**config.mk**
```make
export PLATFORM = sky130hd
export DESIGN_NAME = bcs_charge_ctrl
export DESIGN_NICKNAME = d
export VERILOG_FILES = /design/src/hw/bcs_pkg.sv /design/src/hw/bcs_charge_ctrl.sv
export SDC_FILE = /design/constraint.sdc
export NUM_CORES = 1
export LEC_CHECK = 0
export BUFFER_PORTS_ARGS = -buffer_cell sky130_fd_sc_hd__buf_2
export CAP_MARGIN = 20
export CELL_PAD_IN_SITES_DETAIL_PLACEMENT = 0
export CELL_PAD_IN_SITES_GLOBAL_PLACEMENT = 1
export CORE_MARGIN = 4
export CORE_UTILIZATION = 43
export CTS_CLUSTER_SIZE = 14
export DETAILED_ROUTE_END_ITERATION = 10
export PLACE_DENSITY_LB_ADDON = 0.1
export SLEW_MARGIN = 10
export SYNTH_ARGS = -nofsm -noshare
export SYNTH_HDL_FRONTEND = slang
export SYNTH_SLANG_ARGS = --single-unit
```
**constraint.sdc**
```tcl
create_clock -name clk_i -period 4.2 [get_ports clk_i]
set_input_delay 1.05 -clock clk_i [delete_from_list [all_inputs] [get_ports clk_i]]
set_output_delay 1.05 -clock clk_i [all_outputs]
set_load 0.02 [all_outputs]
```
**src/hw/bcs_pkg.sv**
```systemverilog
// constants, state codes and register map of the charge state controller
`default_nettype none

package bcs_pkg;

    // timeout interval in oscillator periods and the trickle share of it
    localparam int unsigned TIMEOUT_OSC_PERIODS = 4194304;   // 2^22
    localparam int unsigned TRICKLE_DIVISOR     = 8;
    localparam int unsigned PRECOND_PERIODS     = 15;
    localparam int unsigned TMR_W               = 23;
    localparam int unsigned PRE_W               = 4;

    // synchroniser lanes
    localparam int unsigned SYNC_W     = 11;
    localparam int unsigned SI_ADAPTER = 0;
    localparam int unsigned SI_EN      = 1;
    localparam int unsigned SI_TOGATE  = 2;
    localparam int unsigned SI_PRECOND = 3;
    localparam int unsigned SI_EOC     = 4;
    localparam int unsigned SI_RECHG   = 5;
    localparam int unsigned SI_TEMP    = 6;
    localparam int unsigned SI_REMOVED = 7;
    localparam int unsigned SI_TERMV   = 8;
    localparam int unsigned SI_CHGPIN  = 9;
    localparam int unsigned SI_FLTPIN  = 10;

    // register map, byte addresses
    localparam int unsigned  ADDR_W      = 8;
    localparam int unsigned  DATA_W      = 32;
    localparam logic [7:0]   OFS_EVENTS  = 8'h00;
    localparam logic [7:0]   OFS_MASK    = 8'h04;
    localparam logic [7:0]   OFS_STATE   = 8'h08;
    localparam logic [4:0]   MASK_RESET  = 5'h00;

    // event bits of the status and mask registers
    localparam int unsigned EV_W       = 5;
    localparam int unsigned EV_DONE    = 0;
    localparam int unsigned EV_TIMEOUT = 1;
    localparam int unsigned EV_TEMP    = 2;
    localparam int unsigned EV_RECHG   = 3;
    localparam int unsigned EV_STANDBY = 4;

    // fields of the state register
    localparam int unsigned ST_LATCH_BIT = 3;
    localparam int unsigned ST_CHGPIN    = 4;
    localparam int unsigned ST_FLTPIN    = 5;

    typedef enum logic [2:0] {
        BCS_STANDBY = 3'b000,
        BCS_TRICKLE = 3'b001,
        BCS_CC      = 3'b010,
        BCS_CV      = 3'b011,
        BCS_INHIBIT = 3'b100,
        BCS_FAULT   = 3'b101
    } bcs_state_t;

endpackage : bcs_pkg

`default_nettype wire

```
**src/hw/bcs_charge_ctrl.sv**
```systemverilog
// charge-cycle state controller with indicators, event flags and register port
// What this block does
// - in constant-voltage mode, end-of-charge current flag completes the cycle
// - fast-charge time capped at one timeout unless the timeout gate is low
// - constant-voltage mode pulls charging indicator low, fault indicator released
// - a fault-free completed cycle moves to inhibit and watches battery voltage
// - in inhibit, battery below recharge threshold starts a new trickle cycle
// - inhibit releases both indicators high
// - timeout fault latches; only reset or standby (enable low or adapter absent) clears it
// - temperature fault resets without latch and restarts when temperature recovers
// - fault state pulls fault indicator low and releases charging indicator
// - standby while enable low or adapter absent; enable low stops charging
// - trickle needs fifteen consecutive periods above precondition level before constant current
// - trickle always limited to one eighth timeout, exceeding latches timeout fault
// - the timeout interval is 2^22 oscillator periods counted by the mode timer
// - enable rising edge starts a new charge cycle, as do other restart events
`default_nettype none

module bcs_charge_ctrl #(
    parameter int unsigned TIMEOUT_CYCLES = bcs_pkg::TIMEOUT_OSC_PERIODS
) (
    // clock and power-on reset
    input  wire logic                         clk_i,
    input  wire logic                         rst_i,
    // comparator flags and pins, asynchronous
    input  wire logic                         adapter_present_i,
    input  wire logic                         enable_i,
    input  wire logic                         timeout_gate_i,
    input  wire logic                         below_precondition_i,
    input  wire logic                         at_end_of_charge_i,
    input  wire logic                         below_recharge_i,
    input  wire logic                         temp_out_of_window_i,
    input  wire logic                         battery_removed_i,
    input  wire logic                         at_termination_voltage_i,
    // open-drain charging indicator
    input  wire logic                         charging_ind_i,
    output logic                              charging_ind_o,
    output logic                              charging_ind_oe_o,
    // open-drain fault indicator
    input  wire logic                         fault_ind_i,
    output logic                              fault_ind_o,
    output logic                              fault_ind_oe_o,
    // register port
    input  wire logic [bcs_pkg::ADDR_W-1:0]   addr_i,
    input  wire logic [bcs_pkg::DATA_W-1:0]   wdata_i,
    input  wire logic                         wr_i,
    input  wire logic                         rd_i,
    output logic      [bcs_pkg::DATA_W-1:0]   rdata_o,
    // interrupt
    output logic                              irq_o
);
    import bcs_pkg::*;

    // a timer of TMR_W bits cannot hold a larger interval
    if (TIMEOUT_CYCLES < 64 || TIMEOUT_CYCLES >= (1 << TMR_W))
    begin : g_bad_timeout
        $error("TIMEOUT_CYCLES out of range");
    end

    localparam logic [TMR_W-1:0] LIM_FAST = TMR_W'(TIMEOUT_CYCLES);
    localparam logic [TMR_W-1:0] LIM_TRK  = TMR_W'(TIMEOUT_CYCLES / TRICKLE_DIVISOR);
    localparam logic [PRE_W-1:0] PRE_LAST = PRE_W'(PRECOND_PERIODS - 1);

    typedef struct packed {
        logic [SYNC_W-1:0] sync1;
        logic [SYNC_W-1:0] sync2;
        bcs_state_t        state;
        logic              tmo_latch;
        logic [TMR_W-1:0]  timer;
        logic [PRE_W-1:0]  pre_cnt;
        logic [EV_W-1:0]   events;
        logic [EV_W-1:0]   mask;
        logic [DATA_W-1:0] rdata;
        logic              irq;
        logic              chg_oe;
        logic              flt_oe;
    } bcs_regs_t;

    bcs_regs_t q;
    bcs_regs_t d;

    logic [SYNC_W-1:0] raw;
    logic              powered;
    logic              temp_bad;
    logic [EV_W-1:0]   ev;

    // pins gathered into lanes for the synchroniser
    assign raw = {fault_ind_i, charging_ind_i, at_termination_voltage_i, battery_removed_i,
                  temp_out_of_window_i, below_recharge_i, at_end_of_charge_i,
                  below_precondition_i, timeout_gate_i, enable_i, adapter_present_i};

    // software decodes that both write and read paths need
    function automatic logic hit(input logic [ADDR_W-1:0] a, input logic [7:0] ofs);
        hit = (a == ofs);
    endfunction : hit

    // next state of everything
    always_comb
    begin
        d        = q;
        ev       = '0;
        d.sync1  = raw;
        d.sync2  = q.sync1;
        powered  = q.sync2[SI_EN] && q.sync2[SI_ADAPTER];
        temp_bad = q.sync2[SI_TEMP] || q.sync2[SI_REMOVED];

        // mode timer saturates so a disabled limit never wraps into a fault
        if (q.timer != LIM_FAST)
        begin
            d.timer = q.timer + 23'h00_0001;
        end

        if (!powered)
        begin
            // standby wins over everything and forgets the latch
            d.state     = BCS_STANDBY;
            d.tmo_latch = 1'b0;
            d.timer     = '0;
            d.pre_cnt   = '0;
            if (q.state != BCS_STANDBY)
            begin
                ev[EV_STANDBY] = 1'b1;
            end
        end
        else
        begin
            unique case (q.state)
                BCS_STANDBY:
                begin
                    // enable rise or adapter attach restarts the cycle
                    d.state = BCS_TRICKLE;
                    d.timer = '0;
                end
                BCS_TRICKLE, BCS_CC, BCS_CV, BCS_INHIBIT:
                begin
                    if (temp_bad)
                    begin
                        d.state     = BCS_FAULT;
                        ev[EV_TEMP] = 1'b1;
                    end
                    else if (q.state == BCS_TRICKLE)
                    begin
                        if (q.timer >= LIM_TRK)
                        begin
                            // trickle cap ignores the timeout gate
                            d.state        = BCS_FAULT;
                            d.tmo_latch    = 1'b1;
                            ev[EV_TIMEOUT] = 1'b1;
                        end
                        else if (q.sync2[SI_PRECOND])
                        begin
                            d.pre_cnt = '0;
                        end
                        else if (q.pre_cnt == PRE_LAST)
                        begin
                            d.state   = BCS_CC;
                            d.timer   = '0;
                            d.pre_cnt = '0;
                        end
                        else
                        begin
                            d.pre_cnt = q.pre_cnt + 4'h1;
                        end
                    end
                    else if (q.state != BCS_INHIBIT && q.timer == LIM_FAST
                             && q.sync2[SI_TOGATE])
                    begin
                        // the timer runs on through constant current into constant voltage
                        d.state        = BCS_FAULT;
                        d.tmo_latch    = 1'b1;
                        ev[EV_TIMEOUT] = 1'b1;
                    end
                    else if (q.state == BCS_CC && q.sync2[SI_TERMV])
                    begin
                        d.state = BCS_CV;
                    end
                    else if (q.state == BCS_CV && q.sync2[SI_EOC])
                    begin
                        d.state     = BCS_INHIBIT;
                        ev[EV_DONE] = 1'b1;
                    end
                    else if (q.state == BCS_INHIBIT && q.sync2[SI_RECHG])
                    begin
                        d.state      = BCS_TRICKLE;
                        d.timer      = '0;
                        ev[EV_RECHG] = 1'b1;
                    end
                end
                BCS_FAULT:
                begin
                    // a latched timeout waits for standby; others recover by themselves
                    if (!q.tmo_latch && !temp_bad)
                    begin
                        d.state   = BCS_TRICKLE;
                        d.timer   = '0;
                        d.pre_cnt = '0;
                    end
                end
                default:
                begin
                    d.state = BCS_STANDBY;
                end
            endcase
        end

        // indicators follow the next state so that they stand with it
        d.chg_oe = (d.state == BCS_TRICKLE) || (d.state == BCS_CC)
                   || (d.state == BCS_CV);
        d.flt_oe = (d.state == BCS_FAULT);

        // sticky events: a set in the clearing cycle survives
        d.events = q.events;
        if (wr_i && hit(addr_i, OFS_EVENTS))
        begin
            d.events = q.events & ~wdata_i[EV_W-1:0];
        end
        d.events = d.events | ev;
        if (wr_i && hit(addr_i, OFS_MASK))
        begin
            d.mask = wdata_i[EV_W-1:0];
        end
        d.irq = |(d.events & d.mask);

        // read data stand only in the cycle after the strobe
        d.rdata = '0;
        if (rd_i)
        begin
            if (hit(addr_i, OFS_EVENTS))
            begin
                d.rdata[EV_W-1:0] = q.events;
            end
            else if (hit(addr_i, OFS_MASK))
            begin
                d.rdata[EV_W-1:0] = q.mask;
            end
            else if (hit(addr_i, OFS_STATE))
            begin
                d.rdata[2:0]          = q.state;
                d.rdata[ST_LATCH_BIT] = q.tmo_latch;
                d.rdata[ST_CHGPIN]    = q.sync2[SI_CHGPIN];
                d.rdata[ST_FLTPIN]    = q.sync2[SI_FLTPIN];
            end
        end
    end

    // one register bank; power-on reset gives standby with both pins released
    always_ff @(posedge clk_i or posedge rst_i)
    begin
        if (rst_i)
        begin
            q        <= '0;
            q.state  <= BCS_STANDBY;
            q.mask   <= MASK_RESET;
        end
        else
        begin
            q <= d;
        end
    end

    // open-drain pins only ever pull low
    assign charging_ind_o    = 1'b0;
    assign fault_ind_o       = 1'b0;
    assign charging_ind_oe_o = q.chg_oe;
    assign fault_ind_oe_o    = q.flt_oe;
    assign rdata_o           = q.rdata;
    assign irq_o             = q.irq;

    logic s_pow;
    logic s_bad;
    assign s_pow = q.sync2[SI_EN] && q.sync2[SI_ADAPTER];
    assign s_bad = q.sync2[SI_TEMP] || q.sync2[SI_REMOVED];
endmodule : bcs_charge_ctrl

`default_nettype wire

```
**Yosys cells after proc, flatten, opt, wreduce, memory -nomap -nowiden**

Cells that the tools add are included.

- Register bits: 72
- Memories: 0
- Memory bits (writable): 0
- Logic and storage cells: 121
- Bits in latches: 0
- ROM bits: 0

- Equality and inequality tests: 24
- $mul: 0
- Reduce and logical (&&, ||, !) cells: 21
- Multiplexer cells: 57
- Bitwise operators: 4
- Shift-type cells: 0
- $add $sub $neg: 2
- $lt $le $gt $ge: 1
- Divide/modulo/power cells: 0

Operators with widths:

| cell | number |
|---|---|
| 2-to-1 mux 23 bit | 7 |
| 2-to-1 mux 27 bit | 3 |
| one-hot mux 23 bit (3 select lines) | 1 |
| 2-to-1 mux 31 bit | 1 |
| 2-to-1 mux 28 bit | 1 |
| 2-to-1 mux 3 bit | 9 |
| adder 23 x 1 -> 23 bit (second input constant) | 1 |
| == test 23 bit (second input constant) | 1 |
| greater-or-equal comparator 23 x 20 -> 1 bit (second input constant) | 1 |
| != test 23 bit (second input constant) | 1 |
| 2-to-1 mux 1 bit | 21 |
| 2-to-1 mux 4 bit | 5 |
| 2-to-1 mux 5 bit | 4 |
| != test 3 bit (second input constant) | 5 |
| == test 3 x 2 -> 1 bit (second input constant) | 4 |
| 2-to-1 mux 6 bit | 2 |
| AND 5 bit | 2 |
| == test 3 bit (second input constant) | 3 |
| logical AND 1 bit | 9 |
| one-hot mux 3 bit (3 select lines) | 1 |
| == test 8 x 3 -> 1 bit (second input constant) | 1 |
| == test 8 x 4 -> 1 bit (second input constant) | 1 |
| logical NOT 8 bit | 1 |
| one-hot mux 4 bit (2 select lines) | 1 |
| 18 further kinds | 23 |

**Depth between registers and ports, before layout**

Gate-level depths: netlist (run 1).

- Depth in word-level cells: 13
- Gate-level depth with buffers: 8
- Gate-level depth less buffers: 8

**Least setup slack after synthesis (run 1)**

OpenSTA, ideal clock, no wires.

- Path kind: input to register
- From: in addr_i[1] in the netlist's numbering
- To: reg q (netlist bit irq_o)
- Arrival time: 2400 ps
- Required time: 4076 ps
- Library setup time: 124 ps
- Path slack: 1676 ps
- Cell stages on the path: 5
- Cells stage by stage: nor4_2 nand3b_1 a221o_1 a22o_1 a211o_1

RTL lines:

| what | RTL line | source |
|---|---|---|
| start, declared | bcs_charge_ctrl.sv:44 | `input wire logic [bcs_pkg::ADDR_W-1:0] addr_i,` |
| end, declared | bcs_charge_ctrl.sv:79 | `bcs_regs_t q;` |

==> out/results.tsv, run 1 <==
stage	metric	value	unit
min_path	hold_depth	0	
synth	synthXorXnorAreaFrac	5.808	%
clocking	cts.htree.levels	3	
sta	drv_slew	0	
clocking	cts.reportedPaths.clkPinSlew	70	ps
min_path	hold_path_class	flop to flop	
clocking	cts_setup_buffers	0	
placed_design	place_congestion	0.8500	
floorplanning	core	7767	um2
clocking	cts-resized-gates	0	
floorplanning	die_w	97.81	um
min_path	worstHoldEndpoint	q[77]$_DFF_PP0_	
detailed_routing	drt-total-wl	6.426	mm
floorplanning	dieHeight	97.81	um
critical_path	cp.arrival	2750	ps
synth	ys_warn_count	0	
critical_path	rr_endpoint	q[64]$_DFF_PP0_	
floorplanning	pin_count	92	
cells_and_area	fillers	739	
pwr	powerDensity	362.0	nW/um2
synth	synth_fa_ha_area_share	1.443	%
sta	setup_viol_count_final	0	
critical_path	path_class	primary input to flop	
critical_path	rr_startpoint	q[75]$_DFF_PP0_	
synth	synth_top_family_by_area	simple AND/OR/NAND/NOR gates	
sta	relSlewSlack	34.72	%
global_routing	grt_pass1_wl	11.10	mm
synth	ys_types	54	
detailed_routing	postRouteAntennaNets	0	
floorplanning	rows	32	
cells_and_area	drive_above_1_share	19.15	%
synth	synth_compound_area_share	9.776	%
sta	final-hold-violation-count	0	
detailed_routing	wl_per_cell	13.44	um
critical_path	start_kind	primary input	
synth	synth.area.mux_share	2.778	%
sta	fin_crit	2524	ps
critical_path	cp_max_fo	4	
sta	tns	0	ps
min_path	worstHoldStart	d[77]$_DFF_PP0_	
clocking	cts_root_buf	clkbuf_8	
synth	syn_area_per_cell	10.35	um2
global_routing	grt_antenna_before_repair	0	
synth	synth_ff_type	dfrtp_1	
clocking	ctsHoldBuffers	0	
placed_design	hpwlAfterDp	4.686	mm
global_routing	grt_pass1_vias	2249	
critical_path	reg2reg_depth	6	
synth	netlist_instances	335	
clocking	clock_path_buffers	2	
critical_path	slowest_delay	450	ps
sta	rsz0062_at_grt	no	
global_routing	grt_use_total	14.37	%
synth	syn_area	3468	um2
cells_and_area	regArea	1802	um2
pwr	irDropWorstVdd	0.1614	mV
floorplanning	start_util	44.65	%
sta	period_share	60.11	%
sta	fin_skew	11.78	ps
clocking	clkLatencyLatePin	340	ps
pwr	p_leak	1.705	nW
synth	synth-seq-cells	72	
detailed_routing	dr_total_vias	2306	
cells_and_area	nets	430	
clocking	cts_tree	built	
global_routing	grt_max_degree	30	
global_routing	overflow	0	
clocking	cts_buffers	9	
pwr	p_total	1.377	mW
synth	ys_seq_area_share	51.95	%
critical_path	cp_slowest_cell	nor4_2	
detailed_routing	drt_iter0_markers	86	
detailed_routing	vias_per_cell	4.824	
run	maxCapViolations	0	
sta	tightest_slew	979.1	ps
floorplanning	die-area	9567	um2
critical_path	rrSetupSlack	1680	ps
critical_path	end_kind	flop	
detailed_routing	drt_pass1_iterations	4	
cells_and_area	layout_common_cells	72 x dfrtp_1, 49 x nor2_1, 36 x buf_2	
synth	synth_edf_count	0	
synth	synth-simple-area-share	18.58	%
placed_design	numPortBuffers	36	
sta	fmax	396.1	MHz
cells_and_area	layout_commonest_cell	dfrtp_1	
critical_path	path_cells	buf_2, nor4_2, nand3b_1, o21ai_0, o41ai_1, a22o_1, a211o_1	
status	status	completed	
synth	async_flop_share	100.0	%
critical_path	required	4430	ps
cells_and_area	multiInputGateArea	1436	um2
detailed_routing	drc	0	
cells_and_area	antennaDiodeCount	0	
cells_and_area	area_growth	9.704	%
clocking	clkSinkCount	72	
-- flip-flops by register name (all words and copies together), names as in the netlist --
name               cells
q                     52
d                     11
rdata_o                6
charging_ind_oe_o      1
fault_ind_oe_o         1
irq_o                  1
-- critical path: cells and delay by family --
kind | cells | cell delay (ps)
compound gates | 4 | 900
buf+inv | 1 | 100
simple gates | 2 | 700
-- area by class of cell --
cell class                 count  share of cell area [%]
timing repair buffer          38                   5.130
clock buffer                  13                   4.176
clock inverter                 3                   1.052
multi-input combinational    238                   37.75
sequential                    72                   47.35
inverter                      12                   1.184
tap                          102                   3.354
-- logic make-up (layout without fill, tap and decap cells) --
kind of cell	Yosys count	count (layout)
buf+inv	52	66
other cells	1	28
fa+ha+maj	4	4
flops	72	72
mux	9	9
compound gates	47	47
simple gates	127	127
xor+xnor	23	23
-- metrics by stage --
stage | area [um2] | setup WS, ps | hold slack [ps] | utilization (%) | std cells
2_1_floorplan | 3570 | 1325 | 331.2 | - | 362
3_3_place_gp | 3606 | 1321 | 333.3 | 46.42 | 462
3_5_place_dp | 3606 | 1320 | 334.7 | 46.42 | 462
4_1_cts | 3805 | 1649 | 351.2 | 48.99 | 478
5_1_grt | 3805 | 1390 | 354.4 | 48.99 | 478
6_report | 3805 | 1676 | 350.3 | 48.99 | 478
-- Yosys cell counts (2+ instances only) --
cell	number	area share, %
nor4_1	4	0.72
buf_2	4	0.58
nand4_1	7	1.3
a22o_1	2	0.51
inv_2	3	0.32
nand3_1	14	2.0
xor2_1	14	3.5
nor3_1	5	0.72
mux2i_1	6	1.7
nand2_1	23	2.5
a21oi_1	13	1.9
ha_1	4	1.4
xnor2_1	9	2.3
o41ai_1	2	0.51
nor2_1	49	5.3
buf_4	35	7.6
nor4_2	2	0.72
o21ai_0	9	1.3
and2_1	3	0.54
o2bb2ai_1	2	0.51
dfrtp_1	72	52
nor4b_1	2	0.51
and4_1	2	0.51
nor2b_1	5	0.90
o21ai_1	6	0.87
inv_1	9	0.97
mux2_2	2	0.65
-- metal layers --
| layer | vias up | share of wire [%] | track usage [%] |
|---|---|---|---|
| met5 | - | 0 | 0 |
| met4 | 0 | 1.1 | 4.473 |
| met3 | 7 | 5.5 | 3.929 |
| met2 | 55 | 44 | 20.77 |
| met1 | 1086 | 50 | 21.08 |
| li1 | 1158 | - | - |
-- worst max path at each step --
stage | startpoint | endpoint | slack (ps) | cells after the start
after floorplan | rst_i | charging_ind_oe_o$_DFF_PP0_ | 1330 | 1
after global placement | addr_i[1] | irq_o$_DFF_PP0_ | 1320 | 7
after detailed placement | addr_i[1] | irq_o$_DFF_PP0_ | 1320 | 7
after CTS | q[75]$_DFF_PP0_ | q[50]$_DFF_PP0_ | 1650 | 6
after global routing | q[75]$_DFF_PP0_ | q[50]$_DFF_PP0_ | 1390 | 6
final | addr_i[1] | irq_o$_DFF_PP0_ | 1680 | 7
-- report_power, final --
group / leakage, nW / switching (mW) / internal, mW
combinational: 0.676 / 0.0734 / 0.0316
clock: 0.103 / 0.243 / 0.306
sequential: 0.926 / 0.0120 / 0.711
Power figures use the tool's default switching activity.
==> inputs of run 2 (changes only) <==
CORE_UTILIZATION = 40   (was 43)
clock period = 2.47 ns   (was 4.2 ns; I/O delays follow)
==> run 2 against run 1 <==
Net effect: non-clock buffer count grew 6; first-iteration DRC count grew 28%; cell area grew 1.3%; sequential cell count is the same; clock skew shrank 1.3 ps; utilization shrank 2.8 points; sequential share of layout area shrank 0.60 points; register-to-register slack lost 1300 ps; final cell count grew 1.9%.
==> out/results.tsv, run 2 (synthesis gave the netlist of run 1 again) <==
stage	metric	value	unit	change
clocking	cts.reportedPaths.clkPinSlew	80	ps	about the same
floorplanning	start_util	41.58	%	-3.1 points
cells_and_area	top_register	q		
clocking	cts_setup_buffers	0		unchanged
critical_path	start_kind	flop		
sta	rsz0062_at_grt	no		
placed_design	place_ws	115.2	ps	-1204 ps
critical_path	required	2730	ps	-1700 ps
sta	fmax	478.8	MHz	
pwr	p_leak	1.734	nW	+1.7%
detailed_routing	drt_pass1_iterations	4		unchanged
sta	final-hold-violation-count	0		unchanged
global_routing	grt_max_degree	31		+3.3%
clocking	clock_path_buffers	2		unchanged
cells_and_area	largest_reg_flops	52		unchanged
floorplanning	die_w	101.1	um	+3.4%
clocking	cts.htree.levels	3		unchanged
cells_and_area	antennaDiodeCount	0		unchanged
placed_design	numPortBuffers	36		unchanged
sta	period_share	84.56	%	
cells_and_area	drive_above_1_share	20.42	%	+1.3 points
sta	finalWorstSetupSlack	381.3	ps	-1294 ps
cells_and_area	layout_common_cells	72 x dfrtp_1, 49 x nor2_1, 36 x buf_2		
critical_path	cp_slowest_cell	nor4_1		
sta	relSlewSlack	61.69	%	+27 points
critical_path	cp_max_fo	6		+2
floorplanning	die-area	10220	um2	+6.9%
critical_path	slowest_delay	480	ps	+30 ps
sta	tns	0	ps	unchanged
global_routing	grt_pass1_wl	11.05	mm	-0.50%
detailed_routing	vias_per_cell	4.842		+0.37%
critical_path	path_class	flop to flop		
clocking	cts_buffers	9		unchanged
sta	setup_viol_count_final	0		unchanged
critical_path	rrSetupSlack	380	ps	-1290 ps
cells_and_area	nets	436		+1.4%
detailed_routing	postRouteAntennaNets	0		unchanged
critical_path	cp.arrival	2350	ps	-400 ps
sta	tightest_slew	560.1	ps	-419.0 ps
detailed_routing	dr_total_vias	2358		+2.3%
cells_and_area	layout_commonest_cell	dfrtp_1		
clocking	clkSinkCount	72		unchanged
global_routing	grt_antenna_before_repair	0		unchanged
cells_and_area	area_growth	11.11	%	
clocking	cts_tree	built		
floorplanning	dieHeight	101.1	um	+3.4%
global_routing	overflow	0		unchanged
global_routing	grt_pass1_vias	2299		+2.2%
critical_path	end_kind	flop		
detailed_routing	drc	0		unchanged
detailed_routing	drt-total-wl	6.514	mm	+1.4%
sta	fin_crit	2089	ps	
clocking	clkLatencyLatePin	330	ps	about the same
pwr	powerDensity	590.8	nW/um2	+63%
status	status	completed		
pwr	irDropWorstVdd	0.3332	mV	+110%
detailed_routing	drt_iter0_markers	110		+28%
run	maxCapViolations	0		unchanged
sta	hold_slack	277.1	ps	-73.15 ps
critical_path	path_cells	nor4_1, nand3_1, a211oi_1, a41oi_2, a221oi_2, and2_1		
placed_design	hpwlAfterDp	4.867	mm	+3.9%
floorplanning	core	8341	um2	+7.4%
sta	fin_skew	10.48	ps	-1.298 ps
detailed_routing	wl_per_cell	13.38	um	-0.50%
placed_design	place_congestion	0.7820		-8.0%
clocking	cts_root_buf	clkbuf_8		
min_path	hold_path_class	primary input to asynchronous set/reset pin		
sta	drv_slew	0		unchanged
global_routing	grt_use_total	13.53	%	-0.84 points
floorplanning	rows	33		+3.1%
floorplanning	pin_count	92		unchanged
run 2: cell count changes in the layout (fill, tap and decap cells not counted), sizes merged:
cell    change
buf         +6
clkbuf      -1
clkinv      +1
run 2: path summary, 6_finish.rpt:
kind	startpoint	to	depth (start not counted)
worst max-delay path	q[64]$_DFF_PP0_	fault_ind_oe_o$_DFF_PP0_	6
worst min-delay path	rst_i	q[53]$_DFF_PP0_	2
worst max register to register	q[64]$_DFF_PP0_	fault_ind_oe_o$_DFF_PP0_	6
worst min register to register	d[81]$_DFF_PP0_	q[81]$_DFF_PP0_	0
max in group asynchronous	rst_i	irq_o$_DFF_PP0_	3
min in group clk_i	d[81]$_DFF_PP0_	q[81]$_DFF_PP0_	0
run 2: worst max-delay path, delay by kind of cell (launching register included):
kind	cells	cell delay, ps
flops	1	440
compound gates	3	760
simple gates	3	820
run 2: per-layer routing:
metal	GRT usage, %	share of wire, %
met1	19.22	48
met2	20.42	44
met3	3.737	6.4
met4	3.681	1.1
met5	0	0
run 2: where the power goes:
part           internal, mW  switching (mW)  leakage (nW)
logic                0.0600           0.127         0.714
clock network         0.463           0.397        0.0941
registers              1.21          0.0197         0.926
total                  1.73           0.544          1.73
run 2: through the flow:
stage                     power, mW  util (%)  cell area, um2  cells
after floorplan               1.412         -            3570    362
after global placement        1.442     43.97            3667    471
after detailed placement      1.442     43.97            3667    471
after CTS                     2.318     46.13            3847    487
after global routing          2.405     46.20            3854    487
final                         2.277     46.20            3854    487
run 2: layout make-up:
type | instances | area [um2]
tap | 105 | 131.4
multi-input combinational | 238 | 1443
timing repair buffer | 44 | 252.7
sequential | 72 | 1802
clock inverter | 4 | 45.04
fill | 825 | 4487
inverter | 12 | 45.04
clock buffer | 12 | 135.1
run 2: timing repair:
item                                    in CTS  in global routing
gates resized for setup                      0                  1
endpoints found under the hold margin        0                  0
endpoints found under the setup margin       0                  2
hold buffers                                 0                  0
==> inputs of run 3 (changes only) <==
CORE_UTILIZATION = 36   (was 40)
clock period = 1.8 ns   (was 2.47 ns; I/O delays follow)
==> run 3 against run 2 <==
Net effect: the run now ends with negative setup slack left; final cell count increased by 16%; register-to-register slack lost 540 ps; first-iteration DRC count increased by 18%; cell area rose by 23%; sequential power is 37% higher; clock power rose by 84%.
==> out/results.tsv, run 3 (synthesis gave the netlist of run 1 again) <==
stage	metric	value	unit	change
status	status	finished, violations left		
status	violations	negative setup slack		
cells_and_area	final_core_util	50.99	%	+4.8 points
critical_path	start_kind	flop		
cells_and_area	antennaDiodeCount	0		unchanged
pwr	irDropWorstVdd	0.4813	mV	+44%
detailed_routing	dr_total_vias	2571		+9.0%
placed_design	hpwlAfterDp	5.208	mm	+7.0%
sta	rsz0062_at_grt	yes		
sta	final-hold-violation-count	0		unchanged
detailed_routing	drt_iter0_markers	130		+18%
cells_and_area	drive_above_1_share	40.14	%	+20 points
detailed_routing	drc	0		unchanged
cells_and_area	area_growth	37.12	%	
cells_and_area	nets	490		+12%
critical_path	cp_slowest_cell	or4_4		
pwr	switchingPower	0.8529	mW	+57%
global_routing	grt_max_degree	73		+140%
global_routing	grt_use_total	14.14	%	+0.61 points
critical_path	cp_max_fo	3		-3
critical_path	cp.arrival	2210	ps	-140 ps
clocking	cts_buffers	9		unchanged
floorplanning	pin_count	92		unchanged
sta	drv_slew	0		unchanged
global_routing	grt_pass1_wl	12.59	mm	+14%
min_path	hold_path_class	primary input to asynchronous set/reset pin		
detailed_routing	drt-total-wl	7.606	mm	+17%
detailed_routing	vias_per_cell	4.550		-6.0%
sta	finalWorstSetupSlack	-155.0	ps	-536.2 ps
run	maxCapViolations	0		unchanged
clocking	cts_tree	built		
sta	fin_skew	14.81	ps	+4.323 ps
critical_path	path_cells	or4_4, buf_6, mux2i_4, a41oi_4, or2_4, o31ai_2		
sta	tns	-2538	ps	-2538 ps
floorplanning	core	9328	um2	+12%
floorplanning	die-area	11270	um2	+10%
placed_design	placed_cells	540		+15%
sta	period_share	108.6	%	+24 points
clocking	clock_path_buffers	2		unchanged
cells_and_area	layout_commonest_cell	dfrtp_1		
critical_path	end_kind	flop		
placed_design	place_congestion	0.8296		+6.1%
critical_path	required	2060	ps	-670 ps
cells_and_area	stdcell_count	565		+16%
pwr	power.share.clock	44.0	%	+6.2 points
placed_design	numPortBuffers	36		unchanged
pwr	p_leak	2.125	nW	+23%
pwr	combPwrFrac	9.2	%	+1.0 points
clocking	cts.reportedPaths.clkPinSlew	90	ps	about the same
sta	hold_slack	198.0	ps	-79.15 ps
cells_and_area	largest_reg_flops	52		unchanged
pwr	power_frac_seq	46.8	%	-7.2 points
clocking	ctsHoldBuffers	0		unchanged
critical_path	slowest_delay	590	ps	+110 ps
clocking	cts.htree.levels	3		unchanged
clocking	clkLatencyLatePin	350	ps	+20 ps
cells_and_area	top_register	q		
critical_path	path_class	flop to flop		
clocking	clkSinkCount	72		unchanged
detailed_routing	drt_pass1_iterations	4		unchanged
global_routing	grt_pass1_vias	2560		+11%
sta	fmax	511.5	MHz	+6.8%
floorplanning	dieHeight	106.2	um	+5.0%
pwr	p_total	3.599	mW	+58%
detailed_routing	wl_per_cell	13.46	um	+0.64%
floorplanning	rows	35		+6.1%
cells_and_area	layout_common_cells	71 x dfrtp_1, 53 x buf_4, 36 x buf_2		
pwr	powerDensity	756.8	nW/um2	+28%
floorplanning	die_w	106.2	um	+5.0%
clocking	cts_root_buf	clkbuf_8		
pwr	power_switching_share	23.70	%	-0.18 points
detailed_routing	postRouteAntennaNets	0		unchanged
floorplanning	start_util	37.18	%	-4.4 points
cells_and_area	fillers	878		+6.4%
pwr	p_int	2.746	mW	+58%
global_routing	grt_antenna_before_repair	0		unchanged
sta	setup_viol_count_final	31		+31
global_routing	overflow	0		unchanged
sta	fin_crit	1955	ps	-133.8 ps
## run 3: changes by cell type in the layout (fill, tap and decap cells not counted), moves of 3 or more
cell | before | now
buf_4 | 7 | 53
nor2_1 | 49 | 27
nor2_4 | 1 | 16
nor2_2 | 0 | 7
buf_6 | 0 | 4
nor4_4 | 0 | 4
buf_16 | 0 | 3
clkbuf_1 | 3 | 0
clkinv_2 | 3 | 0
o21ai_1 | 6 | 3
## run 3: per-stage QoR
stage | worst slack (ps) | area [um2]
2_1_floorplan | -33.98 | 3602
3_3_place_gp | -297.8 | 4079
3_5_place_dp | -291.8 | 4079
4_1_cts | -194.8 | 4569
5_1_grt | -267.8 | 4756
6_report | -155.0 | 4756
## run 3: area by class of cell
type	instances	area, um2	area share [%]
Sequential cell	72	1803	37.91
Multi-Input combinational cell	238	1747	36.73
Timing Repair Buffer	98	740.7	15.57
Tap cell	129	161.4	3.394
Clock buffer	10	137.6	2.894
Clock inverter	6	115.1	2.420
Inverter	12	51.30	1.079
## run 3: timing repair
| item | in CTS | in global routing |
|---|---|---|
| setup endpoints to repair | 33 | 33 |
| gates resized for setup | 31 | 44 |
| buffers inserted | 4 | 3 |
| gates cloned | 3 | 0 |
| pin swaps | 12 | 20 |
## run 3: worst max-delay path, delay by kind of cell (launching register included)
| kind | cells | cell delay [ps] |
|---|---|---|
| AO/OA/AOI/OAI | 2 | 300 |
| AND/OR/NAND/NOR | 2 | 870 |
| multiplexers | 1 | 150 |
| buffers and inverters | 1 | 150 |
| flip-flops | 1 | 380 |
## run 3: path summary, 6_finish.rpt
| path | start | slack, ps | cells past startpoint | to |
|---|---|---|---|---|
| min in group clk_i | fault_ind_i | 200 | 1 | d[86]$_DFF_PP0_ |
| max reg2reg | q[69]$_DFF_PP0_ | -150 | 6 | q[48]$_DFFE_PP0P_ |
| max in group asynchronous | rst_i | 1270 | 3 | q[73]$_DFF_PP0_ |
| min | rst_i | 200 | 3 | q[76]$_DFF_PP0_ |
| max | q[69]$_DFF_PP0_ | -150 | 6 | q[48]$_DFFE_PP0P_ |
| min reg2reg | d[84]$_DFF_PP0_ | 350 | 0 | q[84]$_DFF_PP0_ |
## run 3: per-layer routing
layer  vias to the layer above  part of all wire [%]  wire length (um)  GRT usage, %
li1                       1285                     -                 -             -
met1                      1210                    47              3600         20.31
met2                        67                    46              3486         20.36
met3                         9                   5.6               427         3.461
met4                         0                   1.2                91         5.735
met5                         -                     0                 0             0
## run 3: power by group through the flow
stage	Sequential, mW	Clock [mW]	Combinational, mW
floorplan	1.72	0	0.226
global placement	1.71	0	0.290
detailed placement	1.72	0	0.290
CTS	1.68	1.63	0.321
global route	1.69	1.71	0.365
finish	1.68	1.58	0.330
